===== config.mk =====
export PLATFORM = sky130hd
export DESIGN_NAME = crd_config_rom
export DESIGN_NICKNAME = d
export VERILOG_FILES = /design/src/core/crd_config_rom.v
export VERILOG_INCLUDE_DIRS = /design/src /design/src/core
export SDC_FILE = /design/constraint.sdc
export NUM_CORES = 1
export LEC_CHECK = 0
export BUFFER_PORTS_ARGS = -buffer_cell sky130_fd_sc_hd__buf_2
export CAP_MARGIN = 20
export CORE_MARGIN = 3
export CORE_UTILIZATION = 31
export CTS_CLUSTER_DIAMETER = 150
export DETAILED_ROUTE_END_ITERATION = 10
export HOLD_SLACK_MARGIN = 0.1
export PLACE_DENSITY = 0.69
export SYNTH_ARGS = -nofsm -noshare
export SYNTH_HDL_FRONTEND = slang
export SYNTH_SLANG_ARGS = --single-unit

===== constraint.sdc =====
create_clock -name core_clk_i -period 1.43 [get_ports core_clk_i]
set_clock_uncertainty 0.1 [all_clocks]
set_input_delay 0.286 -clock core_clk_i [delete_from_list [all_inputs] [get_ports core_clk_i]]
set_output_delay 0.286 -clock core_clk_i [all_outputs]
set_load 0.02 [all_outputs]

===== src/core/crd_defs.vh =====
// Offsets, field positions, revision values and timing counts of the configuration ROM block.
`ifndef CRD_DEFS_VH
`define CRD_DEFS_VH
`define CRD_ROM_TOP          12'hfff
`define CRD_COMPAT_TOP       12'h07f
`define CRD_OFF_REVISION     12'h01b
`define CRD_OFF_SLAVE        12'h0e3
`define CRD_OFF_SLAVE_USER   12'h0e7
`define CRD_OFF_MASTER       12'h0eb
`define CRD_OFF_MASTER_USER  12'h0ef
`define CRD_OFF_HANDLER      12'h0f3
`define CRD_OFF_INTERRUPTER  12'h0f7
`define CRD_OFF_WIDTH_BASE   12'h103
`define CRD_REV_ORIGINAL     8'h01
`define CRD_REV_EXTENDED     8'h02
`define CRD_BIT_UNALIGNED    7
`define CRD_BIT_RMW          6
`define CRD_BIT_ADO          5
`define CRD_BIT_ADDRESS_ONLY_HANDSHAKE_CYCLE         4
`define CRD_BIT_RETRY        3
`define CRD_BIT_SECOND_CONN  2
`define CRD_BIT_ALT_XCVR     1
`define CRD_BIT_RESERVED     0
`define CRD_AM_CONFIG        6'h2f
`define CRD_NUM_FUNCS        8
`define CRD_INIT_NS          1000
`define CRD_CLK_NS           100
`define CRD_INIT_CYCLES      ((`CRD_INIT_NS + `CRD_CLK_NS - 1) / `CRD_CLK_NS)
`endif


===== src/core/crd_config_rom.v =====
// Defined configuration ROM area with function enables gated by the module enable bit.
// How it works
// [RL1] Offsets 0x000 to 0xfff form the defined ROM area, used only for defined parameters.
// [RL2] Reserved or unimplemented locations in that area read as zero.
// [RL3] Storage may be volatile but the bus can only read it.
// [RL4] Revision byte at 0x1b reads 0x02 when extended features exist, else 0x01.
// [RL5] Slave byte bits 7..4: unaligned, read-modify-write, address-only, address-only handshake.
// [RL6] Slave byte bits 3..1: retry, second connector, alternative transceivers; bit 0 zero.
// [RL7] Master byte bits 7..4 use the same feature positions as the slave byte.
// [RL8] Master byte bits 3..1 as slave; bit 0 always zero.
// [RL9] A vendor byte follows each characteristics byte.
// [RL10] Interrupt capability masks use bits 7..1 for levels; bit 0 reserved.
// [RL11] Relocated spaces stay silent until the module enable bit is set.
// [RL12] Up to eight functions, each with parameters and a base compare register.
// [RL13] Interface stays disabled with zero base until internal initialisation ends.
// [RL14] Below 0x80 only every fourth byte holds data.
// [RL15] Contents are read-only and frozen once the board answers the bus.
// [RL16] The space is reached with address modifier 0x2f at the board's base.
// [RL17] Bus writes to the ROM area change nothing.
`timescale 1ns/1ps
`include "crd_defs.vh"
module crd_config_rom #(
	parameter                  EXTENDED       = 1,
	parameter [7:0]            SLAVE_USER     = 8'h00,
	parameter [7:0]            MASTER_USER    = 8'h00,
	parameter [7:0]            HANDLER_MASK   = 8'h00,
	parameter [7:0]            INTR_MASK      = 8'h00,
	parameter [8*`CRD_NUM_FUNCS-1:0] FUNC_WIDTHS = {`CRD_NUM_FUNCS{8'h00}}
) (
	input  wire                core_clk_i,
	input  wire                arst_n_i,
	input  wire                unaligned_transfer_support_i,
	input  wire                read_modify_write_support_i,
	input  wire                address_only_cycle_i,
	input  wire                address_only_handshake_cycle_i,
	input  wire                retry_support_i,
	input  wire                second_connector_i,
	input  wire                alternative_transceivers_i,
	input  wire                master_capable_i,
	input  wire                bus_req_i,
	input  wire                bus_write_i,
	input  wire [5:0]          bus_am_i,
	input  wire [18:0]         bus_offset_i,
	input  wire [7:0]          bus_wdata_i,
	input  wire                module_enable_i,
	input  wire                base_valid_i,
	input  wire [7:0]          func_present_i,
	output reg                 bus_ack_o,
	output reg  [7:0]          bus_rdata_o,
	output reg                 online_o,
	output reg  [7:0]          func_enable_o
);
	reg  [7:0]  slave_q;
	reg  [7:0]  master_q;
	reg  [3:0]  init_cnt_q;
	reg         init_done_q;
	reg  [7:0]  rom_d;
	reg  [3:0]  fidx;
	wire [11:0] off;
	wire [11:0] fdiff;
	// The init limit is kept wide so the compare never truncates the macro value.
	localparam [31:0] INIT_LAST = `CRD_INIT_CYCLES - 1;
	wire        in_rom;
	wire        cfg_hit;

	assign off     = bus_offset_i[11:0];
	assign fdiff   = off - `CRD_OFF_WIDTH_BASE;
	assign in_rom  = (bus_offset_i[18:12] == 7'h00); // [RL1]
	assign cfg_hit = bus_req_i && (bus_am_i == `CRD_AM_CONFIG); // [RL16]

	// Characteristics are captured each cycle until initialisation ends, one cycle before the board goes on line, then frozen.
	always @(posedge core_clk_i or negedge arst_n_i) begin
		if (!arst_n_i) begin
			slave_q     <= 8'h00;
			master_q    <= 8'h00;
			init_cnt_q  <= 4'h0;
			init_done_q <= 1'b0;
		end else begin
			if (!init_done_q) begin // [RL15]
				slave_q[`CRD_BIT_UNALIGNED]   <= unaligned_transfer_support_i; // [RL5]
				slave_q[`CRD_BIT_RMW]         <= read_modify_write_support_i; // [RL5]
				slave_q[`CRD_BIT_ADO]         <= address_only_cycle_i; // [RL5]
				slave_q[`CRD_BIT_ADDRESS_ONLY_HANDSHAKE_CYCLE]        <= address_only_handshake_cycle_i; // [RL5]
				slave_q[`CRD_BIT_RETRY]       <= retry_support_i; // [RL6]
				slave_q[`CRD_BIT_SECOND_CONN] <= second_connector_i; // [RL6]
				slave_q[`CRD_BIT_ALT_XCVR]    <= alternative_transceivers_i; // [RL6]
				slave_q[`CRD_BIT_RESERVED]    <= 1'b0; // [RL6]
				if (master_capable_i) begin
					master_q[7:1] <= {unaligned_transfer_support_i, read_modify_write_support_i,
						address_only_cycle_i, address_only_handshake_cycle_i, retry_support_i,
						second_connector_i, alternative_transceivers_i}; // [RL7] [RL8]
				end else begin
					master_q[7:1] <= 7'h00;
				end
				master_q[`CRD_BIT_RESERVED] <= 1'b0; // [RL8]
			end
			if ({28'h0000000, init_cnt_q} == INIT_LAST) begin
				init_done_q <= 1'b1; // [RL13]
			end else begin
				init_cnt_q <= init_cnt_q + 4'h1;
			end
		end
	end

	always @* begin
		rom_d = 8'h00; // [RL2]
		fidx  = 4'h0;
		if (in_rom && !bus_write_i) begin // [RL3] [RL17]
			if (off <= `CRD_COMPAT_TOP && off[1:0] != 2'b11) begin
				rom_d = 8'h00; // [RL14]
			end else begin
				case (off)
					`CRD_OFF_REVISION:    rom_d = EXTENDED ? `CRD_REV_EXTENDED : `CRD_REV_ORIGINAL; // [RL4]
					`CRD_OFF_SLAVE:       rom_d = slave_q;
					`CRD_OFF_SLAVE_USER:  rom_d = SLAVE_USER; // [RL9]
					`CRD_OFF_MASTER:      rom_d = master_q;
					`CRD_OFF_MASTER_USER: rom_d = MASTER_USER; // [RL9]
					`CRD_OFF_HANDLER:     rom_d = {HANDLER_MASK[7:1], 1'b0}; // [RL10]
					`CRD_OFF_INTERRUPTER: rom_d = {INTR_MASK[7:1], 1'b0}; // [RL10]
					default: begin
						if (off >= `CRD_OFF_WIDTH_BASE && off[1:0] == 2'b11
							&& off < `CRD_OFF_WIDTH_BASE + 12'h020) begin
							fidx  = {1'b0, fdiff[4:2]};
							rom_d = FUNC_WIDTHS[fidx*8 +: 8]; // [RL12]
						end
					end
				endcase
			end
		end
	end

	// Reads answer one cycle after the request; writes are acknowledged but discarded.
	always @(posedge core_clk_i or negedge arst_n_i) begin
		if (!arst_n_i) begin
			bus_ack_o     <= 1'b0;
			bus_rdata_o   <= 8'h00;
			online_o      <= 1'b0;
			func_enable_o <= 8'h00;
		end else begin
			bus_ack_o     <= cfg_hit && online_o; // [RL13]
			bus_rdata_o   <= (cfg_hit && online_o) ? rom_d : 8'h00; // [RL17]
			online_o      <= init_done_q;
			func_enable_o <= (init_done_q && module_enable_i && base_valid_i)
				? func_present_i : 8'h00; // [RL11] [RL12] [RL13]
		end
	end
endmodule


==> key figures, run 1 <==
Setup path
  – Arrival time worst endpoint: 1.45 ns
  – Setup crit end kind: flop
  – R2R cell count: 4
  – WS Path Type: in -> reg
  – Critical Path Fanout Max: 7
  – Critical Path Source Type: input pin
  – WP data required: between 1.5 and 2 ns

Floorplan
  – Row count: 24
  – Initial Utilization: 32.6%
  – Die area: 5530 um^2
  – Die X-Extent: 74.3 um
  – DIE HEIGHT: ~74 um
  – IO Pins: 73
  – CORE AREA: around 4400 um^2

Pwr
  – P per Cell Area: 990 nW/um^2
  – Leakage: 0.00100 uW
  – VDD IR max: 0.520 mV

Timing
  – Final slew viol count: 0
  – Final min period: 1.37 ns
  – Final period util: 96.1%
  – Final hold slack: ~0.11 ns
  – Worst slew margin: 64.7%
  – Endpoints failing hold: 0
  – RSZ-0062 raised after global routing: true
  – Max Clk Rate: between 700 and 800 MHz
  – Worst Max-Slew Pin Slew: 0.528 ns
  – Finish-stage setup viols: 0

Synth
  – Syn Inst Count: 109
  – Yosys cell types: 29
  – Post-Syn Nets: 166
  – Mapped Avg Cell Area: about 13 um^2
  – Compound-Gate Fraction of Synth Area: under 10%
  – Seq/Total Area, Yosys: 62.2%
  – Post-Synth Adder-Cell Area: 1.73%
  – Main combinational cell family by area after synthesis: simple AND/OR/NAND/NOR gates
  – Post-Synth Simple-Gate Area: 15.0%
  – Xor/xnor share of the synthesized area: 1.21%
  – Yosys warns: 0
  – Mapped cell area: 1450 um^2
  – FF+latch count, synth: 36
  – Post-synthesis mux area share: 10.3%

Global routing
  – First-pass GRT wire length: 4480 um
  – Vias in the first global route: roughly 1100
  – Pin count of the biggest net entering global routing: 37
  – Total global routing overflow: 0
  – GRT Total Usage: 10.7%
  – Antenna violations before repair: 0

Finish
  – Layout cells sized above 1: approximately half
  – Antenna diodes: 0
  – Core Util, Final: 45.5%
  – Layout area overhead: 39.6%
  – Most common library cell in the layout ignoring fill and taps: buf_2
  – Most frequent cells in the layout: buf_2, dfrtp_1, and2_1
  – Fillcell total: 430
  – # nets final: 240

Clock network
  – CTS root buf: clkbuf_8
  – Worst skew pair latency: roughly 0.28 ns
  – Total CTS buffers: 5
  – Setup bufs post-CTS: 0
  – Reg clk slew, reported paths: about 0.07 ns
  – Max clock buf depth: 2
  – CTS tree: yes
  – Clk sinks: 36
  – CTS H-tree lvls: 2

Route
  – Post-DRT Antenna Nets: 0
  – Vias per cell: ~4.7
  – Post-DR wirelength/cell: 12.5 um
  – Final wirelength: approximately 3000 um
  – DR pass1 iterations: 4
  – Routed vias: 1093
  – Number of remaining DRC errors: 0
  – DRC marker count from the first detailed-route iteration: 29

Placement
  – Port bufs: 63
  – Detail Placement HPWL: 2240 um
  – Placer congestion estimate: 0.684

Run
  – Max_cap viols: 0

Run status
  – Outcome: completed

Min path
  – HP Class: in -> reg
  – Hold depth: 2
==> layer usage <==
layer	part of all wire, %	vias up	routed length [um]	GRT usage [%]
met5	0	-	0	0
met4	0.99	0	29	4.94
met3	6.7	3	197	3.92
met2	53	31	1560	19.1
met1	39	519	1140	11.3
li1	-	540	-	-
==> cell families (layout without fill, tap and decap cells) <==
| family | Yosys count | count (layout) |
|---|---|---|
| flops | 36 | 36 |
| simple gates | 35 | 35 |
| mux | 14 | 14 |
| compound gates | 12 | 12 |
| buf+inv | 7 | 81 |
| fa+ha+maj | 2 | 2 |
| xor+xnor | 2 | 2 |
| other cells | 1 | 1 |
==> through the flow <==
stage | std cells | area (um^2) | worst slack (ns) | total power [uW] | TNS [ns]
floorplan | 109 | 1450 | 0.0498 | 1150 | 0
global placement | 226 | 1850 | -0.138 | 1250 | -0.912
detailed placement | 226 | 1850 | -0.209 | 1260 | -1.01
CTS | 235 | 1980 | 0.0104 | 2030 | 0
global route | 235 | 2020 | -0.0362 | 2090 | -0.148
finish | 235 | 2020 | 0.0562 | 2000 | 0
==> sequential cells by signal, indices dropped and copies added, names as in the netlist <==
| name | count |
|---|---|
| func_enable_o | 8 |
| bus_rdata_o | 7 |
| master_q | 7 |
| slave_q | 7 |
| init_cnt_q | 4 |
| bus_ack_o | 1 |
| init_done_q | 1 |
| online_o | 1 |
==> path summary, 6_finish.rpt <==
path,from,endpoint,slack (ns)
max reg2reg,online_o,bus_rdata_o[1],0.07
min,func_present_i[5],func_enable_o[5],0.11
max,bus_offset_i[12],bus_rdata_o[1],0.06
min reg2reg,init_cnt_q[3],init_cnt_q[3],0.38
max in group asynchronous,arst_n_i,func_enable_o[0],0.44
min in group asynchronous,arst_n_i,slave_q[7],0.47
==> synth_stat cells (all sizes together) <==
library cell  count  area [um^2]
a21oi             3         15.0
nand3             2         10.0
and3              1         6.26
xnor2             1         8.76
nand4b            2         17.5
mux2i             7         70.1
nand2             2         7.51
ha                2         25.0
xor2              1         8.76
conb              1         3.75
nand2b            1         6.26
nor4             10         62.6
nand4             1         6.26
dfrtp            36          901
a22o              7         61.3
buf               5         27.5
or2               2         12.5
nor2b             1         6.26
inv               2         7.51
o2111ai           1         15.0
and2              8         50.1
nor2              3         11.3
nor3              1         10.0
mux2              7         78.8
a221oi            1         8.76
and4b             1         10.0
==> repair_timing <==
| item | 4_1_cts | 5_1_grt |
|---|---|---|
| endpoints found under the hold margin | 37 | 0 |
| gates resized for setup | 2 | 6 |
| setup endpoints to repair | 2 | 7 |
| hold buffers | 2 | 0 |
| pin swaps | 1 | 2 |
==> critical path, cell delays in order <==
cell	delay [ns]
buf_2	0.09
nor4_1	0.46
o2111ai_4	0.28
nor4_1	0.34
==> power breakdown <==
group          switching [uW]  leakage [uW]  internal, uW  total (uW)
clock network             329     0.0000503           429         758
registers                12.5      0.000454          1050        1060
logic                    88.3      0.000499          95.4         184
==> final cells by class <==
cell class                      instances  area (um^2)  area share [%]
Multi-Input combinational cell         66          563            27.9
Clock buffer                            7         96.3            4.77
Timing Repair Buffer                   72          388            19.2
Tap cell                               52         65.1            3.22
Sequential cell                        36          901            44.6
Inverter                                2         7.51           0.372
(Power assumes the default switching activity.)
==> run 2: changes to the inputs <==
- PLACE_DENSITY: 0.69 -> 0.67
==> run 2 against run 1 <==
Net effect:
- design area increased by 2.2%
- sequential cell count is the same
- clock power up 14%
- register-to-register slack about the same
- cell count rose by 1.3%
- routed wire length increased by 0.82%
- combinational power increased by 3%
- critical path type is now reg -> reg
- critical endpoint is now bus_rdata_o[7]
==> key figures, run 2 (synthesized netlist as in run 1, its figures left out) <==
Timing
  – Worst Max-Slew Pin Slew: between 0.5 and 0.6 ns
  – Final period util: 94.7%
  – RSZ-0062 raised after global routing: true
  – Finish-stage setup viols: 0
  – Final min period: 1.35 ns
  – Final slew viol count: 0
  – Worst slew margin: 65.7%
  – Final worst slack: 0.0762 ns
  – Endpoints failing hold: 0
  – Max Clk Rate: 739 MHz

Setup path
  – WP data required: 1.51 ns
  – Worst setup path start: online_o
  – Arrival time worst endpoint: 1.44 ns
  – Critical Path Fanout Max: 7
  – Reg2Reg Capture Point: bus_rdata_o[7]
  – Worst r2r src: online_o
  – Setup crit end kind: flop
  – Register-to-register setup slack: 0.08 ns
  – Critical Path Source Type: flop
  – Critical Path End: bus_rdata_o[7]
  – WS Path Type: reg -> reg
  – R2R cell count: 4

Finish
  – Fillcell total: 414
  – Antenna diodes: 0
  – Layout area overhead: 42.7%
  – Reg with most FFs: func_enable_o
  – Area of the multi-input gates: approximately 570 um^2
  – Fin area: between 2000 and 2500 um^2
  – Most common library cell in the layout ignoring fill and taps: buf_2
  – Max FFs per register: 8
  – Most frequent cells in the layout: buf_2, dfrtp_1, and2_1, buf_4
  – # nets final: 242
  – Layout cells sized above 1: 52.2%
  – Total area of sequential cells: approximately 900 um^2

Floorplan
  – Die area: about 5500 um^2
  – Die X-Extent: 74.3 um
  – Row count: 24
  – IO Pins: 73
  – Initial Utilization: roughly a third
  – CORE AREA: 4440 um^2
  – DIE HEIGHT: 74.3 um

Route
  – WL met2: 1360 um
  – Highest Signal Layer: met4
  – Routed vias: 1106
  – Number of remaining DRC errors: 0
  – DR pass1 iterations: 3
  – Final wirelength: between 2000 and 3000 um
  – Metal3 WL: 316 um
  – Vias per cell: 4.65
  – Post-DRT Antenna Nets: 0
  – Post-DR wirelength/cell: roughly 12 um
  – WL met1: 1240 um
  – DRC marker count from the first detailed-route iteration: 26

Pwr
  – Leakage: 0.00102 uW
  – P per Cell Area: between 1000 and 1500 nW/um^2
  – VDD IR max: 0.624 mV
  – Overall Power: 2110 uW

Clock network
  – Total CTS buffers: 5
  – Clk sinks: 36
  – CTS H-tree lvls: 2
  – Max clock buf depth: 2
  – CTS root buf: clkbuf_8
  – CTS tree: yes
  – Worst skew pair latency: between 0.2 and 0.3 ns
  – Reg clk slew, reported paths: 0.07 ns

Global routing
  – GRT Total Usage: about 11%
  – Total global routing overflow: 0
  – First-pass GRT wire length: 4690 um
  – Vias in the first global route: 1078
  – Antenna violations before repair: 0
  – Pin count of the biggest net entering global routing: 21

Placement
  – Detail Placement HPWL: 2260 um
  – Port bufs: 63
  – Post-DP Area: 1870 um^2
  – DP Worst Slack: -0.195 ns
  – Placer congestion estimate: about 0.74

Min path
  – HP Class: in -> reg

Run status
  – Outcome: completed

Run
  – Max_cap viols: 0
run 2: power by group:
group	total (uW)	internal, uW	switching [uW]
Sequential	1060	1050	12.6
Combinational	190	99.5	90.5
Clock	862	517	345
run 2: repair_timing:
| action | 4_1_cts | 5_1_grt |
|---|---|---|
| hold endpoints to repair | 17 | 0 |
| setup buffers | 0 | 1 |
| hold buffers | 2 | 0 |
| endpoints found under the setup margin | 0 | 8 |
| resized for setup | 0 | 9 |
run 2: critical path, stage by stage (launching register included):
cell and delay, ns:
dfrtp_1 0.34, nand4b_1 0.10, nor2_2 0.16, o2111ai_4 0.22, nor4_1 0.33
run 2: per-layer routing:
layer,vias to the layer above,GRT usage [%]
met5,-,0
met1,503,12.8
met2,55,19.1
met4,0,4.15
li1,542,-
met3,6,4.19
run 2: area by class of cell:
class	instances	share of cell area, %
multi-input cells	66	27.6
flip-flops and latches	36	43.6
clock buffers	6	3.51
inverters	2	0.363
clock inverters	2	1.70
repair buffers	74	20.1
well taps	52	3.15
run 2: worst min path at each step:
stage                            from                to  slack (ns)  cells after the start
floorplan                    arst_n_i         bus_ack_o       -0.11                      0
global placement             arst_n_i    bus_rdata_o[7]        0.13                      1
detailed placement           arst_n_i    bus_rdata_o[7]        0.13                      1
CTS                 func_present_i[7]  func_enable_o[7]        0.10                      2
global route        func_present_i[4]  func_enable_o[4]        0.10                      2
finish              func_present_i[7]  func_enable_o[7]        0.11                      2
run 2: through the flow:
stage	util [%]	instances	setup TNS, ns	hold slack, ns
2_1_floorplan	-	109	0	-0.110
3_3_place_gp	42.1	227	-1.20	0.134
3_5_place_dp	42.1	227	-1.30	0.134
4_1_cts	45.0	237	0	0.101
5_1_grt	46.5	238	-0.0519	0.104
6_report	46.5	238	0	0.109
